`src/rtl/lookup_engine_defs.svh`:
```
// Register indices, field positions, reset values and timing counts
`ifndef LOOKUP_ENGINE_DEFS_SVH
`define LOOKUP_ENGINE_DEFS_SVH

`define REG_INDEX_W        12
`define IDX_CONTROL_ONE    12'h311
`define IDX_CONTROL_TWO    12'h312
`define IDX_AGE_PERIOD     12'h313
`define IDX_EVENT_STATUS   12'h314
`define IDX_EVENT_MASK     12'h315
`define IDX_SUMMARY_STATUS 12'h316

`define CONTROL_ONE_RESET  8'h0c
`define CONTROL_TWO_RESET  8'h00
`define AGE_PERIOD_RESET   8'h4b
`define EVENT_MASK_RESET   3'h7

`define C1_FLUSH_ALL       5
`define C1_FLUSH_STP       4
`define C1_AGING_EN        2
`define C2_MCAST_TRAP      6
`define C2_DYN_VLAN_FILT   5
`define C2_STAT_VLAN_FILT  4
`define C2_SCOPE_HI        3
`define C2_SCOPE_LO        2
`define C2_PRIO_HI         1
`define C2_PRIO_LO         0

`define EV_LEARN_FAIL      2
`define EV_ALMOST_FULL     1
`define EV_WRITE_FAIL      0

`define PORT_MAP_W         7
`define PRIO_W             3
`define BUCKET_CNT_W       3
`define AGE_COUNT_W        3
`define ALMOST_FULL_LO     3'h2
`define ALMOST_FULL_HI     3'h3
`define BUCKET_FULL        3'h4

`define CLOCK_HZ           250000000
`define AGE_UNIT_S         1

`endif

```
`src/rtl/lookup_engine_pkg.sv`:
```
// Types shared by the lookup engine control register block
`include "lookup_engine_defs.svh"

package lookup_engine_pkg;

  typedef enum logic [1:0] {
    SCOPE_NONE,
    SCOPE_DYNAMIC,
    SCOPE_STATIC,
    SCOPE_BOTH
  } flush_scope_t;

  typedef enum logic [1:0] {
    PRIO_FROM_DA,
    PRIO_FROM_SA,
    PRIO_HIGHER,
    PRIO_LOWER
  } prio_select_t;

  typedef enum {
    FLUSH_IDLE,
    FLUSH_RUN
  } flush_state_t;

  typedef struct packed {
    logic                     dynHit;
    logic                     staticHit;
    logic                     reservedMcast;
    logic                     doubleTagMode;
    logic [`PORT_MAP_W-1:0]   tablePortMap;
    logic [`PORT_MAP_W-1:0]   vlanPortMap;
  } fwd_lookup_t;

  typedef struct packed {
    logic                      staticWrite;
    logic                      learnAttempt;
    logic [`BUCKET_CNT_W-1:0]  bucketValidCount;
    logic [`BUCKET_CNT_W-1:0]  bucketStaticCount;
  } table_event_t;

endpackage : lookup_engine_pkg

```
`src/rtl/lookup_engine_ctrl_irq_regs.sv`:
```
// Lookup engine control, aging and table event registers on AXI4-Lite
// Function
// - Trap reserved multicast to host when double-tagged
// - Dynamic hit ANDs table and VLAN maps
// - Static hit ANDs table and VLAN maps
// - Flush scope selects dynamic, static or both
// - Scope governs both flush operations
// - Scope reads 00 once flush completes
// - Priority from DA, SA, higher or lower
// - Age period times age count gives seconds
// - Learn fail when bucket all static
// - Almost full on static write into 2-3
// - Write fail when static write meets full
// - Status bits sticky until written one
// - Summary status is OR of status bits
// - Mask bit one disables, resets to one
// - Whole-table flush bit self-clears when done
// - Spanning-tree flush bit self-clears when done
// - Aging runs only when aging enable set
`timescale 1ns/1ps
`default_nettype none
`include "lookup_engine_defs.svh"

module lookup_engine_ctrl_irq_regs
  import lookup_engine_pkg::*;
#(
  parameter int unsigned TICKS_PER_SECOND = `CLOCK_HZ * `AGE_UNIT_S,
  parameter int unsigned HOST_PORT        = 6
) (
  input  wire logic                         ref_clk,
  input  wire logic                         rst,
  input  wire logic [31:0]                  s_axi_awaddr,
  input  wire logic                         s_axi_awvalid,
  output logic                              s_axi_awready,
  input  wire logic [31:0]                  s_axi_wdata,
  input  wire logic [3:0]                   s_axi_wstrb,
  input  wire logic                         s_axi_wvalid,
  output logic                              s_axi_wready,
  output logic [1:0]                        s_axi_bresp,
  output logic                              s_axi_bvalid,
  input  wire logic                         s_axi_bready,
  input  wire logic [31:0]                  s_axi_araddr,
  input  wire logic                         s_axi_arvalid,
  output logic                              s_axi_arready,
  output logic [31:0]                       s_axi_rdata,
  output logic [1:0]                        s_axi_rresp,
  output logic                              s_axi_rvalid,
  input  wire logic                         s_axi_rready,
  input  wire fwd_lookup_t                  fwdLookup,
  output logic [`PORT_MAP_W-1:0]            egressPortMap,
  input  wire logic [`PRIO_W-1:0]           daPriority,
  input  wire logic [`PRIO_W-1:0]           saPriority,
  output logic [`PRIO_W-1:0]                address_based_priority,
  output logic                              flushRequest,
  output logic                              flushSpanningTreeOnly,
  output logic                              flushDynamic,
  output logic                              flushStatic,
  input  wire logic                         flushDone,
  input  wire logic [`AGE_COUNT_W-1:0]      entryAgeCount,
  output logic [`AGE_COUNT_W+7:0]           entryAgingSeconds,
  output logic                              agingEnable,
  output logic                              ageSecondTick,
  input  wire table_event_t                 tableEvent,
  output logic                              lookup_engine_summary_irq,
  output logic                              lookupTableIrq
);

  localparam int unsigned TICK_W = $clog2(TICKS_PER_SECOND + 1);
  localparam logic [1:0]  RESP_OKAY   = 2'h0;
  localparam logic [1:0]  RESP_SLVERR = 2'h2;

  function automatic logic [`REG_INDEX_W:0] decodeIndex(
    input logic [31:0] addr
  );
    decodeIndex = {|addr[31:14] | |addr[1:0], addr[13:2]};
  endfunction : decodeIndex

  function automatic logic isMapped(input logic [`REG_INDEX_W:0] idx);
    isMapped = !idx[`REG_INDEX_W] &&
               (idx[`REG_INDEX_W-1:0] >= `IDX_CONTROL_ONE) &&
               (idx[`REG_INDEX_W-1:0] <= `IDX_SUMMARY_STATUS);
  endfunction : isMapped

  logic [7:0]               controlOne_q;
  logic [7:0]               lookup_engine_control_two_q;
  logic [7:0]               entry_age_period_q;
  logic [2:0]               lookup_table_event_status_q;
  logic [2:0]               lookup_table_event_mask_q;
  logic                     awHeld_q;
  logic [31:0]              awAddr_q;
  logic                     wHeld_q;
  logic [31:0]              wData_q;
  logic [3:0]               wStrb_q;
  logic [`REG_INDEX_W:0]    wrIdx;
  logic                     wrFire;
  logic                     wrLane0;
  logic [`REG_INDEX_W:0]    rdIdx;
  logic                     rdFire;
  logic [7:0]               rdByte;
  flush_state_t             flushState_q;
  logic                     flushFinish;
  logic [TICK_W-1:0]        tickCount_q;
  logic [2:0]               eventHit;
  flush_scope_t             scope;
  prio_select_t             prioSel;

  // Write address and data may arrive in either order
  assign s_axi_awready = !awHeld_q;
  assign s_axi_wready  = !wHeld_q;
  assign wrFire        = awHeld_q && wHeld_q && !s_axi_bvalid;
  assign wrIdx         = decodeIndex(awAddr_q);
  assign wrLane0       = wrFire && wStrb_q[0];

  always_ff @(posedge ref_clk or posedge rst) begin
    if (rst) begin
      awHeld_q <= 1'b0;
      awAddr_q <= 32'h0000_0000;
    end else if (s_axi_awvalid && s_axi_awready) begin
      awHeld_q <= 1'b1;
      awAddr_q <= s_axi_awaddr;
    end else if (wrFire) begin
      awHeld_q <= 1'b0;
    end
  end

  always_ff @(posedge ref_clk or posedge rst) begin
    if (rst) begin
      wHeld_q <= 1'b0;
      wData_q <= 32'h0000_0000;
      wStrb_q <= 4'h0;
    end else if (s_axi_wvalid && s_axi_wready) begin
      wHeld_q <= 1'b1;
      wData_q <= s_axi_wdata;
      wStrb_q <= s_axi_wstrb;
    end else if (wrFire) begin
      wHeld_q <= 1'b0;
    end
  end

  always_ff @(posedge ref_clk or posedge rst) begin
    if (rst) begin
      s_axi_bvalid <= 1'b0;
      s_axi_bresp  <= RESP_OKAY;
    end else if (wrFire) begin
      s_axi_bvalid <= 1'b1;
      s_axi_bresp  <= isMapped(wrIdx) ? RESP_OKAY : RESP_SLVERR;
    end else if (s_axi_bready) begin
      s_axi_bvalid <= 1'b0;
    end
  end

  // Read side: one outstanding read, answered the cycle after acceptance
  assign s_axi_arready = !s_axi_rvalid;
  assign rdFire        = s_axi_arvalid && s_axi_arready;
  assign rdIdx         = decodeIndex(s_axi_araddr);

  always_comb begin
    rdByte = 8'h00;
    case (rdIdx)
      {1'b0, `IDX_CONTROL_ONE}:    rdByte = controlOne_q;
      {1'b0, `IDX_CONTROL_TWO}:    rdByte = lookup_engine_control_two_q;
      {1'b0, `IDX_AGE_PERIOD}:     rdByte = entry_age_period_q;
      {1'b0, `IDX_EVENT_STATUS}:   rdByte = {5'h00,
                                             lookup_table_event_status_q};
      {1'b0, `IDX_EVENT_MASK}:     rdByte = {5'h00,
                                             lookup_table_event_mask_q};
      {1'b0, `IDX_SUMMARY_STATUS}: rdByte = {7'h00,
                                             lookup_engine_summary_irq};
      default:                     rdByte = 8'h00;
    endcase
  end

  always_ff @(posedge ref_clk or posedge rst) begin
    if (rst) begin
      s_axi_rvalid <= 1'b0;
      s_axi_rdata  <= 32'h0000_0000;
      s_axi_rresp  <= RESP_OKAY;
    end else if (rdFire) begin
      s_axi_rvalid <= 1'b1;
      s_axi_rdata  <= {24'h00_0000, rdByte};
      s_axi_rresp  <= isMapped(rdIdx) ? RESP_OKAY : RESP_SLVERR;
    end else if (s_axi_rready) begin
      s_axi_rvalid <= 1'b0;
    end
  end

  // Flush triggers self-clear; a fresh software trigger beats the clear
  always_ff @(posedge ref_clk or posedge rst) begin
    if (rst) begin
      controlOne_q <= `CONTROL_ONE_RESET;
    end else begin
      if (flushFinish) begin
        controlOne_q[`C1_FLUSH_ALL] <= 1'b0;
        controlOne_q[`C1_FLUSH_STP] <= 1'b0;
      end
      if (wrLane0 && wrIdx == {1'b0, `IDX_CONTROL_ONE}) begin
        controlOne_q <= wData_q[7:0] |
                        (flushFinish ? 8'h00 :
                         (controlOne_q & 8'h30));
      end
    end
  end

  // Scope field is cleared by hardware once a flush has run
  always_ff @(posedge ref_clk or posedge rst) begin
    if (rst) begin
      lookup_engine_control_two_q <= `CONTROL_TWO_RESET;
    end else if (wrLane0 && wrIdx == {1'b0, `IDX_CONTROL_TWO}) begin
      lookup_engine_control_two_q <= wData_q[7:0];
    end else if (flushFinish) begin
      lookup_engine_control_two_q[`C2_SCOPE_HI:`C2_SCOPE_LO] <= 2'b00;
    end
  end

  always_ff @(posedge ref_clk or posedge rst) begin
    if (rst) begin
      entry_age_period_q <= `AGE_PERIOD_RESET;
    end else if (wrLane0 && wrIdx == {1'b0, `IDX_AGE_PERIOD}) begin
      entry_age_period_q <= wData_q[7:0];
    end
  end

  always_ff @(posedge ref_clk or posedge rst) begin
    if (rst) begin
      lookup_table_event_mask_q <= `EVENT_MASK_RESET;
    end else if (wrLane0 && wrIdx == {1'b0, `IDX_EVENT_MASK}) begin
      lookup_table_event_mask_q <= wData_q[2:0];
    end
  end

  assign scope   = flush_scope_t'(
    lookup_engine_control_two_q[`C2_SCOPE_HI:`C2_SCOPE_LO]);
  assign prioSel = prio_select_t'(
    lookup_engine_control_two_q[`C2_PRIO_HI:`C2_PRIO_LO]);

  // Flush sequencer; a trigger with scope 00 has nothing to do
  assign flushFinish = (flushState_q == FLUSH_RUN && flushDone) ||
                       (flushState_q == FLUSH_IDLE &&
                        (controlOne_q[`C1_FLUSH_ALL] ||
                         controlOne_q[`C1_FLUSH_STP]) &&
                        scope == SCOPE_NONE);

  always_ff @(posedge ref_clk or posedge rst) begin
    if (rst) begin
      flushState_q          <= FLUSH_IDLE;
      flushRequest          <= 1'b0;
      flushSpanningTreeOnly <= 1'b0;
      flushDynamic          <= 1'b0;
      flushStatic           <= 1'b0;
    end else begin
      case (flushState_q)
        FLUSH_IDLE: begin
          if ((controlOne_q[`C1_FLUSH_ALL] ||
               controlOne_q[`C1_FLUSH_STP]) &&
              scope != SCOPE_NONE) begin
            flushState_q          <= FLUSH_RUN;
            flushRequest          <= 1'b1;
            flushSpanningTreeOnly <= !controlOne_q[`C1_FLUSH_ALL];
            flushDynamic          <= scope == SCOPE_DYNAMIC ||
                                     scope == SCOPE_BOTH;
            flushStatic           <= scope == SCOPE_STATIC ||
                                     scope == SCOPE_BOTH;
          end
        end
        FLUSH_RUN: begin
          if (flushDone) begin
            flushState_q <= FLUSH_IDLE;
            flushRequest <= 1'b0;
            flushDynamic <= 1'b0;
            flushStatic  <= 1'b0;
          end
        end
        default: begin
          flushState_q <= FLUSH_IDLE;
          flushRequest <= 1'b0;
        end
      endcase
    end
  end

  // Table events; a new event wins over a clear in the same cycle
  assign eventHit[`EV_LEARN_FAIL]  = tableEvent.learnAttempt &&
    tableEvent.bucketStaticCount == `BUCKET_FULL;
  assign eventHit[`EV_ALMOST_FULL] = tableEvent.staticWrite &&
    (tableEvent.bucketValidCount == `ALMOST_FULL_LO ||
     tableEvent.bucketValidCount == `ALMOST_FULL_HI);
  assign eventHit[`EV_WRITE_FAIL]  = tableEvent.staticWrite &&
    tableEvent.bucketValidCount >= `BUCKET_FULL;

  always_ff @(posedge ref_clk or posedge rst) begin
    if (rst) begin
      lookup_table_event_status_q <= 3'h0;
    end else begin
      if (wrLane0 && wrIdx == {1'b0, `IDX_EVENT_STATUS}) begin
        lookup_table_event_status_q <= (lookup_table_event_status_q &
                                        ~wData_q[2:0]) | eventHit;
      end else begin
        lookup_table_event_status_q <= lookup_table_event_status_q |
                                       eventHit;
      end
    end
  end

  assign lookup_engine_summary_irq = |lookup_table_event_status_q;
  assign lookupTableIrq = |(lookup_table_event_status_q &
                            ~lookup_table_event_mask_q);

  // Egress port map; trap only meaningful under double tagging
  always_ff @(posedge ref_clk or posedge rst) begin
    if (rst) begin
      egressPortMap <= '0;
    end else if (lookup_engine_control_two_q[`C2_MCAST_TRAP] &&
                 fwdLookup.doubleTagMode && fwdLookup.reservedMcast) begin
      egressPortMap <= `PORT_MAP_W'(1) << HOST_PORT;
    end else if (fwdLookup.dynHit &&
                 lookup_engine_control_two_q[`C2_DYN_VLAN_FILT]) begin
      egressPortMap <= fwdLookup.tablePortMap &
                       fwdLookup.vlanPortMap;
    end else if (fwdLookup.staticHit &&
                 lookup_engine_control_two_q[`C2_STAT_VLAN_FILT]) begin
      egressPortMap <= fwdLookup.tablePortMap &
                       fwdLookup.vlanPortMap;
    end else begin
      egressPortMap <= fwdLookup.tablePortMap;
    end
  end

  always_ff @(posedge ref_clk or posedge rst) begin
    if (rst) begin
      address_based_priority <= '0;
    end else begin
      case (prioSel)
        PRIO_FROM_DA: address_based_priority <= daPriority;
        PRIO_FROM_SA: address_based_priority <= saPriority;
        PRIO_HIGHER:  address_based_priority <=
          (daPriority > saPriority) ? daPriority : saPriority;
        PRIO_LOWER:   address_based_priority <=
          (daPriority < saPriority) ? daPriority : saPriority;
        default:      address_based_priority <= daPriority;
      endcase
    end
  end

  // Aging time per entry, in seconds
  always_ff @(posedge ref_clk or posedge rst) begin
    if (rst) begin
      entryAgingSeconds <= '0;
    end else begin
      entryAgingSeconds <= (`AGE_COUNT_W+8)'(entry_age_period_q) *
                           (`AGE_COUNT_W+8)'(entryAgeCount);
    end
  end
  assign agingEnable = controlOne_q[`C1_AGING_EN];

  // Seconds tick held off while aging is disabled
  always_ff @(posedge ref_clk or posedge rst) begin
    if (rst) begin
      tickCount_q   <= '0;
      ageSecondTick <= 1'b0;
    end else if (!agingEnable) begin
      tickCount_q   <= '0;
      ageSecondTick <= 1'b0;
    end else if (tickCount_q == TICK_W'(TICKS_PER_SECOND - 1)) begin
      tickCount_q   <= '0;
      ageSecondTick <= 1'b1;
    end else begin
      tickCount_q   <= tickCount_q + TICK_W'(1);
      ageSecondTick <= 1'b0;
    end
  end

endmodule : lookup_engine_ctrl_irq_regs
`default_nettype wire

```
`config.mk`:
```
export PLATFORM = sky130hd
export DESIGN_NAME = lookup_engine_ctrl_irq_regs
export DESIGN_NICKNAME = d
export VERILOG_FILES = /design/src/rtl/lookup_engine_pkg.sv /design/src/rtl/lookup_engine_ctrl_irq_regs.sv
export VERILOG_INCLUDE_DIRS = /design/src /design/src/rtl
export SDC_FILE = /design/constraint.sdc
export NUM_CORES = 1
export LEC_CHECK = 0
export BUFFER_PORTS_ARGS = -buffer_cell sky130_fd_sc_hd__buf_2
export CORE_MARGIN = 2
export CORE_UTILIZATION = 55
export DETAILED_ROUTE_END_ITERATION = 8
export PLACE_DENSITY = 0.85
export SYNTH_ARGS = -nofsm -noshare
export SYNTH_HDL_FRONTEND = slang
export SYNTH_SLANG_ARGS = --single-unit
```
`constraint.sdc`:
```
create_clock -name ref_clk -period 7.85 [get_ports ref_clk]
set_clock_uncertainty 0.2 [all_clocks]
set_input_delay 0.3925 -clock ref_clk [delete_from_list [all_inputs] [get_ports ref_clk]]
set_output_delay 0.3925 -clock ref_clk [all_outputs]
set_load 0.02 [all_outputs]
```
# After elaboration in Yosys (flattened, before gate mapping)
# Index checks and enable logic that the tools add are counted.
[totals]
out_inout_bits = 70
elab_cells = 165
ff_bits = 173
[classes]
n_reduce_logical = 59
addsub = 1
mux = 35
bitwise = 10
n_mul = 1
magnitude_cmp = 7
eq_ne = 25
[op_table]
columns = ["op", "count"]
rows = [
  ["13-bit by 10-bit equality test with 1-bit output (second input constant)", 11],
  ["32-bit logical NOT", 2],
  ["32-bit two-way mux", 2],
  ["32-bit one-hot mux with 2 select lines", 1],
  ["28-bit two-way mux", 2],
  ["8-bit one-hot mux with 6 select lines", 1],
  ["18-bit OR reduction", 2],
  ["32-bit by 1-bit equality test with 1-bit output (second input constant)", 1],
  ["32-bit by 2-bit equality test with 1-bit output (second input constant)", 1],
  ["28-bit by 1-bit adder with 28-bit output (second input constant)", 1],
  ["28-bit equality test (second input constant)", 1],
  ["1-bit logical AND", 26],
  ["12-bit by 10-bit greater-or-equal comparator with 1-bit output (second input constant)", 2],
  ["12-bit by 10-bit less-or-equal comparator with 1-bit output (second input constant)", 2],
  ["7-bit two-way mux", 3],
  ["2-bit nonzero test", 8],
  ["1-bit two-way mux", 13],
  ["6-bit two-way mux", 2],
  ["3-bit one-hot mux with 4 select lines", 1],
  ["8-bit by 3-bit multiplier with 11-bit output", 1],
  ["3-bit two-way mux", 3],
  ["2-bit equality test (second input constant)", 4],
  ["2-bit two-way mux", 4],
  ["8-bit by 6-bit bitwise OR with 8-bit output", 1],
  ["20 further kinds", 43],
]

# Longest topological paths before layout
[depth]
word_depth = 7
mapped_depth = 9
ltp_nobuf = 9

# Least setup slack after synthesis
# Ideal clock, no wire load.
[synth_path]
kind = "reg2reg"
from = "reg entry_age_period_q[1]"
to = "reg entryAgingSeconds[10]"
t_arrival_ns = 2.418
path_stages_with_launch = 10
setup_time_ns = 0.124
required_ns = 7.526
path_slack_ns = 5.108
synth_period_minus_slack_ns = 2.742
path_cell_list = "dfstp_2 and2_1 fa_1 ha_1 fa_1 a21o_1 a21oi_1 o21ai_0 a31oi_1 o21bai_1"
[synth_between]
elab_chain_len = 1
[synth_lines]
columns = ["item", "line_no", "rtl"]
rows = [
  ["start, declared", "lookup_engine_ctrl_irq_regs.sv:86", "logic [7:0] entry_age_period_q;"],
  ["start signal, assigned", "lookup_engine_ctrl_irq_regs.sv:217", "entry_age_period_q <= `AGE_PERIOD_RESET;"],
  ["start signal, assigned", "lookup_engine_ctrl_irq_regs.sv:219", "entry_age_period_q <= wData_q[7:0];"],
  ["8-bit by 3-bit multiplier with 11-bit output", "lookup_engine_ctrl_irq_regs.sv:349", "entryAgingSeconds <= (`AGE_COUNT_W+8)'(entry_age_period_q) *"],
  ["end signal, assigned", "lookup_engine_ctrl_irq_regs.sv:349", ""],
  ["end, declared", "lookup_engine_ctrl_irq_regs.sv:60", "output logic [`AGE_COUNT_W+7:0] entryAgingSeconds,"],
]
# Every way passes these cells.
# A chain may end at the register's enable or synchronous reset.

# Worst setup path in the final report
# Same ends and word-level chain as after synthesis.

==> run summary <==
status = complete, no violations
Pleak = 4.25 nW
commonest cells after routing, fill and taps aside = buf_2 (158), dfrtp_1 (130), mux2_2 (67), nand2_1 (49), nor2_1 (46)
clock buffer depth = 2
number of enable flip-flop cells after synthesis = 0
largest family of logic cells by synthesized area = simple AND/OR/NAND/NOR gates
Critical Path AT = 3.10 ns
die footprint = 13600 um^2
DIE WIDTH = 117 um
Main synth FF type = dfrtp_1
Vias = 5305
Nets = 963
Clock Sinks = 139
TritonCTS clock tree = built
GPL Wtd Cong = 0.835
r2r startpoint = entry_age_period_q[1]$_DFFE_PP1P_
1st-iter DRT viols = 324
peak supply drop = 0.243 mV
initial antenna violation count = 0
slowest CP cell = dfstp_2
Synth-to-Final Area Change = 24.2%
commonest non-fill, non-tap cell in the layout = buf_2
switching power = 0.580 mW
critical path class = register to register
setup TNS = 0 ns
crit-path leading delay family = adder cells
MaxCap Viol Count = 0
Logic pwr share = 16.0%
Req. time, crit path = 7.95 ns
Worst R2R Setup Slack = 4.85 ns
grt met1 use = 29.7%
Synth Cell Area = 6980 um^2
minimum clock period = 3.00 ns
CP startpoint kind = register
worst-margin pin slew = 1.14 ns
Sequential Power Share = 42.1%
async set or reset register ratio after synthesis = 100%
RSZ-0062 raised after global routing = no
clock buffer count from CTS = 17
Final ANT Viol Nets = 0
Yosys top cell by area = dfrtp_1
post-synthesis compound-gate area fraction = 7.51%
Worst R2R Path Depth = 9
ranking of synthesized cells by area = dfrtp_1 (47%), mux2_2 (11%), dfstp_2 (3.4%), buf_4 (2.9%), nand2_1 (2.6%)
HP Start = s_axi_wdata[5]
WL/cell = 16.0 um
Synth top area share = 46.6%
P_int = 1.67 mW
Slew Viols, Final = 0
Die Ht = 117 um
clk_lat worst skew = 0.42 ns
TritonRoute pass-1 iters = 5
total wire length = 15700 um
Cell variety after synth = 61
Syn Inst Count = 623
reg2reg end = entryAgingSeconds[10]$_DFF_PP0_
HP Class = input port to register
register area share after synthesis = 50.0%
Period Utilization, post-route = 38.2%
P per Cell Area = 259 nW/um^2
layout cell share with drive strength beyond 1 = 34.6%
total track usage = 23.5%
Residual DRC = 0
core box area = 12500 um^2
Buf+Inv Stages, Crit Path = 0
root buffer cell = clkbuf_16
most used cell, CP = fa_1
Hold Path Cell Cnt = 3
design area = 8670 um^2
Final Setup Violations = 0
CP Cell Sequence = and2_1 -> fa_1 -> ha_1 -> fa_1 -> a21o_1 -> a21oi_1 -> o21ai_0 -> a31oi_1 -> o21bai_1
DP Area = 7820 um^2
Initial Util = 55.8%
GR met3 Demand/Resource = 7.32%
crit path capture type = register
Achievable Freq = 334 MHz
n_diodes = 0
Hold Path End = wData_q[5]$_DFFE_PP0P_
Warnings, synthesis = 0
post-layout util = 69.3%
M2 GR Usage = 39.6%
count of final hold-check violations = 0
CTS clk-pin slew, worst paths = 0.06 ns
first-pass GRT wire length = 24800 um
busiest grt layer = met2
simple-gate share of the synthesized area = 16.4%
Worst path max stage delay = 0.59 ns
Via density = 5.39
largest net degree at the start of global routing = 77
Sw Ratio = 25.8%
Avg Synthesized Cell Area = 11.2 um^2
max_slew headroom = 24.0%
std cell rows = 41
synthesized flop and latch total = 139
post-CTS setup buffers = 0
CP max FO = 5
# IOs = 213
mux contribution to synthesized area = 11.8%
Buffers on Ports = 158
XOR/XNOR share of the synthesized area = 3.89%
vias in the first global route = 5194
Detail Placement HPWL = 11000 um
adder and majority gate portion of the synthesized area = 4.52%
H-tree levels = 4
Clock power frac = 41.9%
global route overflow = 0
==> power groups by stage <==
stage          sequential (mW)  combinational (mW)  clock (mW)
3_3_place_gp             0.941               0.334           0
2_1_floorplan            0.939               0.257           0
3_5_place_dp             0.955               0.353           0
6_report                 0.945               0.360       0.942
5_1_grt                  0.964               0.400       0.986
4_1_cts                  0.945               0.361       0.949
==> repair_timing <==
action / 4_1_cts / 5_1_grt
gates resized for setup: 0 / 0
endpoints found under the hold margin: 69 / 2
hold buffers: 13 / 2
==> cells by family (layout without fill, tap and decap cells) <==
group | Yosys count | in the layout
flip-flops | 139 | 139
adder cells (fa/ha/maj) | 21 | 21
buffers and inverters | 76 | 240
other | 1 | 26
XOR/XNOR | 31 | 31
AO/OA/AOI/OAI | 76 | 76
multiplexers | 74 | 74
AND/OR/NAND/NOR | 205 | 205
==> cells in the mapped netlist, types with 3 or more instances <==
library cell and instances:
a21o_1 3, a21oi_1 12, a22o_1 10, a22oi_1 5
a31oi_1 5, and2_1 14, and3_1 7, and4_1 5
buf_1 3, buf_4 27, clkbuf_1 9, dfrtp_1 130
dfstp_2 9, fa_1 7, ha_1 14, inv_1 33
mux2_2 67, mux2i_1 7, nand2_1 49, nand3_1 18
nand4_1 12, nand4_4 4, nor2_1 46, nor2b_1 7
nor3_1 8, nor4_1 13, nor4b_1 3, o211a_1 7
o21ai_0 17, xnor2_1 17, xor2_1 14
==> worst min-delay path, stage by stage <==
cell     delay [ns]
buf_2          0.09
nand2_1        0.04
o21ai_0        0.06
==> worst max-delay path by stage <==
| stage | from | end | slack, ns | cells past startpoint |
|---|---|---|---|---|
| after detailed placement | entryAgeCount[2] | entryAgingSeconds[10]$_DFF_PP0_ | 4.87 | 10 |
| after global placement | entryAgeCount[2] | entryAgingSeconds[10]$_DFF_PP0_ | 4.90 | 10 |
| after floorplan | rst | address_based_priority[0]$_DFF_PP0_ | 3.55 | 1 |
| final | entry_age_period_q[1]$_DFFE_PP1P_ | entryAgingSeconds[10]$_DFF_PP0_ | 4.85 | 9 |
| after global routing | entry_age_period_q[1]$_DFFE_PP1P_ | entryAgingSeconds[8]$_DFF_PP0_ | 4.70 | 9 |
| after CTS | entry_age_period_q[1]$_DFFE_PP1P_ | entryAgingSeconds[10]$_DFF_PP0_ | 4.86 | 9 |
==> flip-flops by register name, indices dropped and copies added, names as in the netlist, 3 cells and up <==
signal,count
s_axi_rdata,8
tickCount_q,28
entry_age_period_q,8
entryAgingSeconds,11
awAddr_q,32
lookup_table_event_mask_q,3
controlOne_q,8
lookup_engine_control_two_q,8
lookup_table_event_status_q,3
egressPortMap,7
address_based_priority,3
wData_q,8
==> metal layers <==
| metal | vias up | routed length, um |
|---|---|---|
| li1 | 2491 | - |
| met1 | 2600 | 6380 |
| met2 | 190 | 8130 |
| met3 | 24 | 984 |
| met4 | 0 | 238 |
| met5 | - | 0 |
==> final cells by class <==
class	count	area, um^2
Sequential cell	139	3490
Clock inverter	11	238
Timing Repair Buffer	175	956
Multi-Input combinational cell	433	3180
Clock buffer	21	460
Inverter	33	129
Fill cell	881	3850
Tap cell	172	215
==> per-stage QoR <==
stage | setup slack, ns | hold slack [ns] | power [mW] | std cells
3_5_place_dp | 4.87 | 0.277 | 1.31 | 937
2_1_floorplan | 3.55 | 0.264 | 1.20 | 648
5_1_grt | 4.70 | 0.00161 | 2.35 | 984
6_report | 4.85 | 0.00764 | 2.25 | 984
3_3_place_gp | 4.90 | 0.258 | 1.28 | 937
4_1_cts | 4.86 | 0.00117 | 2.26 | 982
(Power assumes the default switching activity.)
